## config.mk

```make
export PLATFORM = sky130hd
export DESIGN_NAME = jtap_tap
export DESIGN_NICKNAME = d
export VERILOG_FILES = /design/src/pkg/jtap_pkg.sv /design/src/rtl/jtap_tap.sv
export SDC_FILE = /design/constraint.sdc
export NUM_CORES = 1
export LEC_CHECK = 0
export ABC_AREA = 1
export CAP_MARGIN = 25
export CORE_MARGIN = 1
export CORE_UTILIZATION = 30
export DETAILED_ROUTE_END_ITERATION = 10
export DONT_BUFFER_PORTS = 1
export PLACE_DENSITY = 0.48
export SLEW_MARGIN = 20
export SYNTH_ARGS = -nofsm -noshare
export SYNTH_HDL_FRONTEND = slang
export SYNTH_SLANG_ARGS = --single-unit
export TNS_END_PERCENT = 5
```

## constraint.sdc

```tcl
create_clock -name i_ref_clk -period 3.65 [get_ports i_ref_clk]
set_input_delay 0.73 -clock i_ref_clk [delete_from_list [all_inputs] [get_ports i_ref_clk]]
set_output_delay 0.73 -clock i_ref_clk [all_outputs]
set_load 0.01 [all_outputs]
```

## src/pkg/jtap_pkg.sv

```systemverilog
package jtap_pkg;

  // ---------------------------------------------------------------
  // controller states (standard 4-bit encoding)
  // ---------------------------------------------------------------
  typedef enum logic [3:0] {
    JTAP_RESET   = 4'hF,
    JTAP_IDLE    = 4'hC,
    JTAP_SEL_DR  = 4'h7,
    JTAP_CAP_DR  = 4'h6,
    JTAP_SH_DR   = 4'h2,
    JTAP_EX1_DR  = 4'h1,
    JTAP_PAU_DR  = 4'h3,
    JTAP_EX2_DR  = 4'h0,
    JTAP_UPD_DR  = 4'h5,
    JTAP_SEL_IR  = 4'h4,
    JTAP_CAP_IR  = 4'hE,
    JTAP_SH_IR   = 4'hA,
    JTAP_EX1_IR  = 4'h9,
    JTAP_PAU_IR  = 4'hB,
    JTAP_EX2_IR  = 4'h8,
    JTAP_UPD_IR  = 4'hD
  } jtap_state_e;

  // ---------------------------------------------------------------
  // instruction codes
  // ---------------------------------------------------------------
  localparam int          JTAP_IR_W             = 3;
  localparam logic [2:0]  JTAP_BOUNDARY_DRIVE   = 3'h0;
  localparam logic [2:0]  JTAP_IDENTIFY         = 3'h1;
  localparam logic [2:0]  JTAP_SAMPLE_PRELOAD   = 3'h4;
  localparam logic [2:0]  JTAP_HIGH_IMPEDANCE   = 3'h5;
  localparam logic [2:0]  JTAP_CLAMP            = 3'h6;
  localparam logic [2:0]  JTAP_BYPASS           = 3'h7;
  localparam logic [2:0]  JTAP_IR_CAPTURE       = 3'h1;
  localparam int          JTAP_ID_W             = 32;
  localparam logic [31:0] JTAP_ID_DEFAULT       = 32'h0000_0001; // arbitrary identity value
  localparam int          JTAP_RESET_EDGES      = 5;

  // pin-side controls
  typedef struct packed {
    logic drive_update;  // pins driven from update cells
    logic force_hiz;     // every output released
    logic func_reset;    // functional reset asserted
  } jtap_pinctl_s;

endpackage : jtap_pkg

```

## src/rtl/jtap_tap.sv

```systemverilog
`timescale 1ns/10ps
// Behaviour
// - mode select sampled on test clock rise
// - five high mode edges reach reset
// - instruction shifter is three bits, no parity
// - update-ir fall copies shifter to hold
// - shifter msb at data in, lsb out
// - code 000 boundary path, drive update cells
// - boundary cells set direction and hiz
// - code 001 selects 32-bit identification path
// - identification capture loads lsb one
// - any test reset holds identify instruction
// - capture-ir loads shifter with one
// - code 100 captures pins in capture-dr
// - sample shifts without disturbing system
// - update-dr fall loads boundary update cells
// - high impedance selects bypass, releases pins
// - high impedance applies on update-ir fall
// - code 110 bypass, functional reset, clamp
// - code 111 bypass captures zero
// - data out changes on fall, else hiz
// - test reset forces reset synchronously, after the two-flop pin synchroniser
module jtap_tap #(
  parameter int BSR_W = 8
) (
  input  wire logic                 i_ref_clk,
  input  wire logic                 i_rstn,
  input  wire logic                 i_tck,
  input  wire logic                 i_tms,
  input  wire logic                 i_tdi,
  input  wire logic                 i_trst_n,
  output logic                      o_tdo,
  output logic                      o_tdo_oe,
  input  wire logic [BSR_W-1:0]     i_bsr_capture,
  output logic      [BSR_W-1:0]     o_bsr_update,
  output jtap_pkg::jtap_pinctl_s    o_pinctl,
  output logic      [2:0]           o_instr,
  output jtap_pkg::jtap_state_e     o_state
);
  import jtap_pkg::*;

  // ---------------------------------------------------------------
  // pin synchronisers and test clock edge detection
  // ---------------------------------------------------------------
  logic [1:0] tck_s_r, tms_s_r, tdi_s_r, trst_s_r;
  logic       tck_d_r;
  logic       rise, fall, trst_n;

  // two flops per pin; only the second stage is read
  // the test clock stage resets to its idle high level: resetting it low would
  // fake a rising edge on the first clock after reset and step the controller
  always_ff @(posedge i_ref_clk or negedge i_rstn) begin
    if (!i_rstn) begin
      tck_s_r  <= 2'h3;
      tms_s_r  <= 2'h3;
      tdi_s_r  <= 2'h3;
      trst_s_r <= 2'h0;
      tck_d_r  <= 1'h1;
    end else begin
      tck_s_r  <= {tck_s_r[0], i_tck};
      tms_s_r  <= {tms_s_r[0], i_tms};
      tdi_s_r  <= {tdi_s_r[0], i_tdi};
      trst_s_r <= {trst_s_r[0], i_trst_n};
      tck_d_r  <= tck_s_r[1];
    end
  end

  assign rise   = tck_s_r[1] & ~tck_d_r;
  assign fall   = ~tck_s_r[1] & tck_d_r;
  assign trst_n = trst_s_r[1];

  // ---------------------------------------------------------------
  // controller state machine
  // ---------------------------------------------------------------
  jtap_state_e state_r, state_nxt;

  // standard 16-state walk, mode select decides each step
  always_comb begin
    state_nxt = state_r;
    unique case (state_r)
      JTAP_RESET:  state_nxt = tms_s_r[1] ? JTAP_RESET  : JTAP_IDLE;
      JTAP_IDLE:   state_nxt = tms_s_r[1] ? JTAP_SEL_DR : JTAP_IDLE;
      JTAP_SEL_DR: state_nxt = tms_s_r[1] ? JTAP_SEL_IR : JTAP_CAP_DR;
      JTAP_CAP_DR: state_nxt = tms_s_r[1] ? JTAP_EX1_DR : JTAP_SH_DR;
      JTAP_SH_DR:  state_nxt = tms_s_r[1] ? JTAP_EX1_DR : JTAP_SH_DR;
      JTAP_EX1_DR: state_nxt = tms_s_r[1] ? JTAP_UPD_DR : JTAP_PAU_DR;
      JTAP_PAU_DR: state_nxt = tms_s_r[1] ? JTAP_EX2_DR : JTAP_PAU_DR;
      JTAP_EX2_DR: state_nxt = tms_s_r[1] ? JTAP_UPD_DR : JTAP_SH_DR;
      JTAP_UPD_DR: state_nxt = tms_s_r[1] ? JTAP_SEL_DR : JTAP_IDLE;
      JTAP_SEL_IR: state_nxt = tms_s_r[1] ? JTAP_RESET  : JTAP_CAP_IR;
      JTAP_CAP_IR: state_nxt = tms_s_r[1] ? JTAP_EX1_IR : JTAP_SH_IR;
      JTAP_SH_IR:  state_nxt = tms_s_r[1] ? JTAP_EX1_IR : JTAP_SH_IR;
      JTAP_EX1_IR: state_nxt = tms_s_r[1] ? JTAP_UPD_IR : JTAP_PAU_IR;
      JTAP_PAU_IR: state_nxt = tms_s_r[1] ? JTAP_EX2_IR : JTAP_PAU_IR;
      JTAP_EX2_IR: state_nxt = tms_s_r[1] ? JTAP_UPD_IR : JTAP_SH_IR;
      JTAP_UPD_IR: state_nxt = tms_s_r[1] ? JTAP_SEL_DR : JTAP_IDLE;
    endcase
  end

  // state steps only on a sampled rising test clock edge
  always_ff @(posedge i_ref_clk or negedge i_rstn) begin
    if (!i_rstn) begin
      state_r <= JTAP_RESET;
    end else if (!trst_n) begin
      state_r <= JTAP_RESET;
    end else if (rise) begin
      state_r <= state_nxt;
    end
  end

  assign o_state = state_r;

  // ---------------------------------------------------------------
  // instruction shifter and hold stage
  // ---------------------------------------------------------------
  logic [JTAP_IR_W-1:0] ir_sh_r, ir_hold_r;

  // msb takes data in, lsb leaves first
  always_ff @(posedge i_ref_clk or negedge i_rstn) begin
    if (!i_rstn) begin
      ir_sh_r <= JTAP_IR_CAPTURE;
    end else if (rise) begin
      if (state_r == JTAP_CAP_IR) begin
        ir_sh_r <= JTAP_IR_CAPTURE;
      end else if (state_r == JTAP_SH_IR) begin
        ir_sh_r <= {tdi_s_r[1], ir_sh_r[JTAP_IR_W-1:1]};
      end
    end
  end

  // hold stage changes on the falling edge so pins never glitch mid-shift
  always_ff @(posedge i_ref_clk or negedge i_rstn) begin
    if (!i_rstn) begin
      ir_hold_r <= JTAP_IDENTIFY;
    end else if (!trst_n || (fall && state_r == JTAP_RESET)) begin
      ir_hold_r <= JTAP_IDENTIFY;
    end else if (fall && state_r == JTAP_UPD_IR) begin
      ir_hold_r <= ir_sh_r;
    end
  end

  assign o_instr = ir_hold_r;

  // ---------------------------------------------------------------
  // instruction decode
  // ---------------------------------------------------------------
  logic sel_bsr, sel_id;

  // everything not boundary or identify falls to bypass
  assign sel_bsr = (ir_hold_r == JTAP_BOUNDARY_DRIVE) || (ir_hold_r == JTAP_SAMPLE_PRELOAD);
  assign sel_id  = (ir_hold_r == JTAP_IDENTIFY);

  // pin controls from flops; sample/preload leaves the system alone
  always_ff @(posedge i_ref_clk or negedge i_rstn) begin
    if (!i_rstn) begin
      o_pinctl <= '0;
    end else begin
      o_pinctl.drive_update <= (ir_hold_r == JTAP_BOUNDARY_DRIVE) || (ir_hold_r == JTAP_CLAMP);
      o_pinctl.force_hiz    <= (ir_hold_r == JTAP_HIGH_IMPEDANCE);
      o_pinctl.func_reset   <= (ir_hold_r == JTAP_CLAMP);
    end
  end

  // ---------------------------------------------------------------
  // data registers
  // ---------------------------------------------------------------
  logic [BSR_W-1:0]     bsr_sh_r;
  logic [JTAP_ID_W-1:0] id_sh_r;
  logic                 byp_r;

  // capture then shift; pins are sampled with no clock sync (tester's job)
  always_ff @(posedge i_ref_clk or negedge i_rstn) begin
    if (!i_rstn) begin
      bsr_sh_r <= '0;
      id_sh_r  <= '0;
      byp_r    <= 1'h0;
    end else if (rise) begin
      if (state_r == JTAP_CAP_DR) begin
        if (sel_bsr) bsr_sh_r <= i_bsr_capture;
        if (sel_id)  id_sh_r  <= JTAP_ID_DEFAULT;
        byp_r <= 1'h0;
      end else if (state_r == JTAP_SH_DR) begin
        if (sel_bsr) bsr_sh_r <= {tdi_s_r[1], bsr_sh_r[BSR_W-1:1]};
        if (sel_id)  id_sh_r  <= {tdi_s_r[1], id_sh_r[JTAP_ID_W-1:1]};
        byp_r <= tdi_s_r[1];
      end
    end
  end

  // update cells load on update-dr fall, only under boundary instructions
  always_ff @(posedge i_ref_clk or negedge i_rstn) begin
    if (!i_rstn) begin
      o_bsr_update <= '0;
    end else if (fall && state_r == JTAP_UPD_DR && sel_bsr) begin
      o_bsr_update <= bsr_sh_r;
    end
  end

  // ---------------------------------------------------------------
  // serial data out
  // ---------------------------------------------------------------
  logic tdo_bit;

  always_comb begin
    if (state_r == JTAP_SH_IR) tdo_bit = ir_sh_r[0];
    else if (sel_bsr)          tdo_bit = bsr_sh_r[0];
    else if (sel_id)           tdo_bit = id_sh_r[0];
    else                       tdo_bit = byp_r;
  end

  // output moves on fall; released whenever not shifting
  always_ff @(posedge i_ref_clk or negedge i_rstn) begin
    if (!i_rstn) begin
      o_tdo    <= 1'h0;
      o_tdo_oe <= 1'h0;
    end else if (!trst_n) begin
      o_tdo_oe <= 1'h0;
    end else if (fall) begin
      o_tdo    <= tdo_bit;
      o_tdo_oe <= (state_r == JTAP_SH_DR) || (state_r == JTAP_SH_IR);
    end
  end

  // ---------------------------------------------------------------
  // checks
  // ---------------------------------------------------------------
  logic [2:0] tms_hi_cnt;
  always_ff @(posedge i_ref_clk or negedge i_rstn) begin
    if (!i_rstn) tms_hi_cnt <= 3'h0;
    else if (rise) tms_hi_cnt <= !tms_s_r[1] ? 3'h0 : (tms_hi_cnt == 3'h5 ? 3'h5 : tms_hi_cnt + 3'h1);
  end

  AST_FIVE_HIGH: assert property (@(posedge i_ref_clk) disable iff (!i_rstn)
    (tms_hi_cnt == 3'h5) |-> state_r == JTAP_RESET) else $error("five high edges did not reset");
  AST_TRST: assert property (@(posedge i_ref_clk) disable iff (!i_rstn)
    !trst_n |=> state_r == JTAP_RESET) else $error("test reset ignored");
  AST_CAP_IR: assert property (@(posedge i_ref_clk) disable iff (!i_rstn)
    (rise && trst_n && state_r == JTAP_CAP_IR) |=> ir_sh_r == JTAP_IR_CAPTURE) else $error("capture-ir value wrong");
  AST_UPD_IR: assert property (@(posedge i_ref_clk) disable iff (!i_rstn)
    (fall && trst_n && state_r == JTAP_UPD_IR) |=> ir_hold_r == $past(ir_sh_r)) else $error("hold not updated");
  AST_ID_RESET: assert property (@(posedge i_ref_clk) disable iff (!i_rstn)
    (fall && state_r == JTAP_RESET) |=> ir_hold_r == JTAP_IDENTIFY) else $error("reset did not select identify");
  AST_BYP_CAP: assert property (@(posedge i_ref_clk) disable iff (!i_rstn)
    (rise && trst_n && state_r == JTAP_CAP_DR) |=> !byp_r) else $error("bypass capture not zero");
  AST_ID_LSB: assert property (@(posedge i_ref_clk) disable iff (!i_rstn)
    (rise && trst_n && state_r == JTAP_CAP_DR && sel_id) |=> id_sh_r[0]) else $error("identify lsb not one");
  AST_HIZ: assert property (@(posedge i_ref_clk) disable iff (!i_rstn)
    (ir_hold_r == JTAP_HIGH_IMPEDANCE) |=> o_pinctl.force_hiz && !o_pinctl.drive_update) else $error("hiz not forced");
  AST_TDO_OE: assert property (@(posedge i_ref_clk) disable iff (!i_rstn)
    (fall && state_r == JTAP_IDLE) |=> !o_tdo_oe) else $error("data out driven while idle");

  // ---------------------------------------------------------------
  // further checks on stepping, hold stage and pin controls
  // ---------------------------------------------------------------
  // synchronised data in, named so that sampled-value calls see a plain signal
  logic tdi_q;
  assign tdi_q = tdi_s_r[1];

  // no test clock rise and no test reset: the controller must not move
  AST_STEP_ON_RISE: assert property (@(posedge i_ref_clk) disable iff (!i_rstn)
    (trst_n && !rise)
    |=> $stable(state_r)) else $error("state moved without a test clock rise");

  // on a rise the controller takes the step that mode select picked
  AST_NEXT_STATE: assert property (@(posedge i_ref_clk) disable iff (!i_rstn)
    (rise && trst_n)
    |=> state_r == $past(state_nxt)) else $error("state step wrong");

  // a test reset leaves identify in the hold stage
  AST_TRST_HOLD: assert property (@(posedge i_ref_clk) disable iff (!i_rstn)
    !trst_n
    |=> ir_hold_r == JTAP_IDENTIFY) else $error("test reset did not select identify");

  // the hold stage only moves on a fall or a test reset, so pins never glitch mid-shift
  AST_HOLD_STABLE: assert property (@(posedge i_ref_clk) disable iff (!i_rstn)
    (trst_n && !fall)
    |=> $stable(ir_hold_r)) else $error("hold stage moved off a falling edge");

  // the bit next to data in takes the sampled data in bit
  AST_IR_MSB_IN: assert property (@(posedge i_ref_clk) disable iff (!i_rstn)
    (rise && trst_n && state_r == JTAP_SH_IR)
    |=> ir_sh_r[JTAP_IR_W-1] == $past(tdi_q)) else $error("instruction msb not from data in");

  // the three-bit shifter only moves on a rising edge
  AST_IR_QUIET: assert property (@(posedge i_ref_clk) disable iff (!i_rstn)
    !rise
    |=> $stable(ir_sh_r)) else $error("instruction shifter moved off a rising edge");

  // boundary capture takes the pin values as they stood
  AST_BSR_CAP: assert property (@(posedge i_ref_clk) disable iff (!i_rstn)
    (rise && trst_n && state_r == JTAP_CAP_DR && sel_bsr)
    |=> bsr_sh_r == $past(i_bsr_capture)) else $error("boundary capture wrong");

  // the whole identification word is loaded at capture
  AST_ID_CAP_ALL: assert property (@(posedge i_ref_clk) disable iff (!i_rstn)
    (rise && trst_n && state_r == JTAP_CAP_DR && sel_id)
    |=> id_sh_r == JTAP_ID_DEFAULT) else $error("identification capture wrong");

  // update cells copy the shifter on the update-dr fall
  AST_UPD_DR: assert property (@(posedge i_ref_clk) disable iff (!i_rstn)
    (fall && state_r == JTAP_UPD_DR && sel_bsr)
    |=> o_bsr_update == $past(bsr_sh_r)) else $error("update cells not loaded");

  // and keep their value at every other time
  AST_UPD_KEEP: assert property (@(posedge i_ref_clk) disable iff (!i_rstn)
    (!fall || state_r != JTAP_UPD_DR)
    |=> $stable(o_bsr_update)) else $error("update cells changed outside update-dr");

  // boundary drive puts the update cells on the pins, no functional reset
  AST_BOUNDARY: assert property (@(posedge i_ref_clk) disable iff (!i_rstn)
    (ir_hold_r == JTAP_BOUNDARY_DRIVE)
    |=> o_pinctl.drive_update && !o_pinctl.func_reset) else $error("boundary drive not applied");

  // clamp drives the update cells and holds the system in reset
  AST_CLAMP: assert property (@(posedge i_ref_clk) disable iff (!i_rstn)
    (ir_hold_r == JTAP_CLAMP)
    |=> o_pinctl.func_reset && o_pinctl.drive_update && !o_pinctl.force_hiz) else $error("clamp not applied");

  // sample/preload leaves the system alone
  AST_SAMPLE_QUIET: assert property (@(posedge i_ref_clk) disable iff (!i_rstn)
    (ir_hold_r == JTAP_SAMPLE_PRELOAD)
    |=> o_pinctl == '0) else $error("sample disturbed the pins");

  // the bypass bit takes data in while shifting
  AST_BYP_SHIFT: assert property (@(posedge i_ref_clk) disable iff (!i_rstn)
    (rise && trst_n && state_r == JTAP_SH_DR)
    |=> byp_r == $past(tdi_q)) else $error("bypass bit did not shift");

  // data out only moves after a falling edge
  AST_TDO_FALL: assert property (@(posedge i_ref_clk) disable iff (!i_rstn)
    !fall
    |=> $stable(o_tdo)) else $error("data out moved off a falling edge");

  // data out is driven through a data shift
  AST_OE_SHIFT: assert property (@(posedge i_ref_clk) disable iff (!i_rstn)
    (fall && trst_n && state_r == JTAP_SH_DR)
    |=> o_tdo_oe) else $error("data out not driven while shifting");

  // a test reset releases data out at once, even mid-shift
  AST_OE_TRST: assert property (@(posedge i_ref_clk) disable iff (!i_rstn)
    !trst_n
    |=> !o_tdo_oe) else $error("data out driven during test reset");

endmodule : jtap_tap
```

==> metrics.csv <==
metric;value;unit
CTS tree;built;
Reg-to-Reg Start;o_state[2];
max_cap viols;0;
initial cell density of the core;0.313;
# hold bufs at CTS;0;
die area;10700;sq um
Layout Cells excl Fill;472;
final hold violations;0;
area grow syn2layout;8.24;%
clk_skew;0.0128;ns
syn nets;349;
Commonest cells post-synth;nand2_1 (111), dfrtp_1 (60), nand3_1 (37);
EDFF count, synth;0;
top_reg_cell synth;dfrtp_1;
PwrDens;481;nW/um^2
# rows;36;
slowest cell delay on critical path;0.60;ns
status;completed;
Crit path required time;3.87;ns
post-CTS setup buffer count;0;
part of the cycle the worst path needs;0.553;
sequential area share after synthesis;0.595;
most common cell in the netlist;nand2_1;
Peak VDD IR;0.000197;V
post-synth cell types;28;
via count;2160;
placed cell areas;3160;sq um
Worst EP arrival;2.24;ns
worst hold path class;input port to async pin;
Inst Count DP;456;
Post-Synthesis Cell Area;3100;sq um
Post-route DRC;0;
drt wl/cell;13.0;microns
Worst Tran Pin Value;0.827;ns
Post-DRT Antenna Nets;0;
GRT Residual Overflow;0;
Post-synth ARST share;1.00;
R2R Path End;bsr_sh_r[0];
final setup TNS;0;ns
Yosys reg bits;73;
Max Clk Rate;496;MHz
post-synth top area share;0.484;
Die W;104;microns
Bufs on Longest Clock Path;2;
vias in the first global route;2120;
post-DR vias/cell;4.58;
Slew Limit Fails;0;
max_slew headroom;0.447;
synth warn;0;
GP Congestion;0.861;
Top-Level Pins;34;
DP Worst Slack;1.62;ns
drt pass-1 iters;5;
post-route cell area;3350;sq um
final WL;6130;microns
Util after Layout;0.339;
min Tclk post-route;2.02;ns
Final nets;348;
1st-iter DRT viols;103;
crit-path cells;inv_1 -> nor2_2 -> nand2_2 -> o211ai_1 -> o21ai_0;
syn_area_per_cell;9.25;sq um
crit path max fanout;46;
CTS sink cnt;73;
Leak;1.69;nW
initial antenna violation count;0;
H-tree depth;3;
fraction of layout cells with a size suffix above 1;0.115;
largest net degree at the start of global routing;74;
Core Box Area;9910;sq um
fillers;1051;
Finish-stage setup viols;0;
CTS resizes;0;
Reg2Reg Depth;5;
first-pass GRT wire length;10600;microns
root buf cell;clkbuf_8;
Synth area leader;dfrtp_1;
top cells by area, synth;dfrtp_1 (48%), nand2_1 (13%), dfstp_2 (11%);
antenna diode count;0;
CP Capture Type;register;
Die H;104;microns
clock slew at reported path FFs;0.09;ns
Clk Latency, worst-skew pair;0.35;ns
HPWL after DPL;3950;microns
Critical Path Source Type;register;
Critical Path Slowest Stage Cell;dfstp_2;
PortBufs;0;
final worst slack;1.63;ns
CTS buffer count;9;
critical path class;register to register;
Gate Count Post-Synth;335;
RSZ-0062 raised after global routing;false;
reg-to-reg slack, setup;1.63;ns
Total GRT Usage;0.125;
## cell families (layout without fill, tap and decap cells)
logic type | count (synthesis) | count (layout) | share of synthesized area
DFF | 73 | 73 | 0.595
AOI/OAI and AO/OA | 47 | 47 | 0.0880
and+or+nand+nor | 174 | 174 | 0.247
buffers and inverters | 41 | 45 | 0.0702
## layout make-up
| type | instances | area [sq um] | share of cell area |
|---|---|---|---|
| multi-input cells | 221 | 1040 | 0.310 |
| well taps | 133 | 166 | 0.0496 |
| clock buffers | 10 | 128 | 0.0380 |
| flip-flops and latches | 73 | 1840 | 0.549 |
| inverters | 29 | 111 | 0.0332 |
| clock inverters | 6 | 67.6 | 0.0201 |
## where the power goes
group          switching (mW)  leakage, nW  internal (mW)
registers              0.0299        0.925          0.851
logic                  0.0655        0.668         0.0302
clock network           0.318       0.0933          0.320
## registers in the layout, indices dropped and copies added (netlist names), 2 cells and up
signal,flops
bsr_sh_r,8
id_sh_r,32
ir_sh_r,3
o_bsr_update,8
o_instr,3
o_pinctl,3
o_state,4
tck_s_r,2
tdi_s_r,2
tms_s_r,2
trst_s_r,2
## metrics by stage
| step | hold slack [ns] | power, mW |
|---|---|---|
| finish | 0.0608 | 1.61 |
| global route | 0.0240 | 1.69 |
| CTS | 0.0435 | 1.64 |
| detailed placement | 0.335 | 0.992 |
| global placement | 0.334 | 0.993 |
| floorplan | 0.331 | 0.969 |
## worst max-delay path: cells and delay by family (launching register included)
| family | cells | cell delay, ns |
|---|---|---|
| and+or+nand+nor | 2 | 0.70 |
| AOI/OAI and AO/OA | 2 | 0.48 |
| DFF | 1 | 0.60 |
| buffers and inverters | 1 | 0.11 |
## metal layers
metal  up-vias  share of wire  track usage
met5         -              0            0
met4         0          0.019       0.0466
met3        12          0.047       0.0466
met2        49           0.43        0.178
met1      1019           0.50        0.171
li1       1080              -            -
## layout by cell type (no fill, tap or decap), drive strengths merged
cell type / count
nor3: 2
bufinv: 1
nand4: 2
clkinv: 1
clkinvlp: 2
o21ai: 25
clkbuf: 10
or2: 1
nand2: 112
dfstp: 13
o211ai: 8
a21oi: 8
o32ai: 1
nor2: 19
a31oi: 3
o21bai: 1
inv: 31
o21a: 1
nand3: 38
dfrtp: 60
## worst max path at each step
stage	startpoint	end	slack, ns
final	o_state[2]	bsr_sh_r[0]	1.63
after global routing	o_state[2]	bsr_sh_r[0]	1.38
after CTS	o_state[2]	bsr_sh_r[1]	1.61
after detailed placement	o_state[2]	bsr_sh_r[1]	1.62
after global placement	o_state[1]	bsr_sh_r[7]	1.64
after floorplan	o_state[1]	id_sh_r[10]	2.16
(Power assumes the default switching activity.)
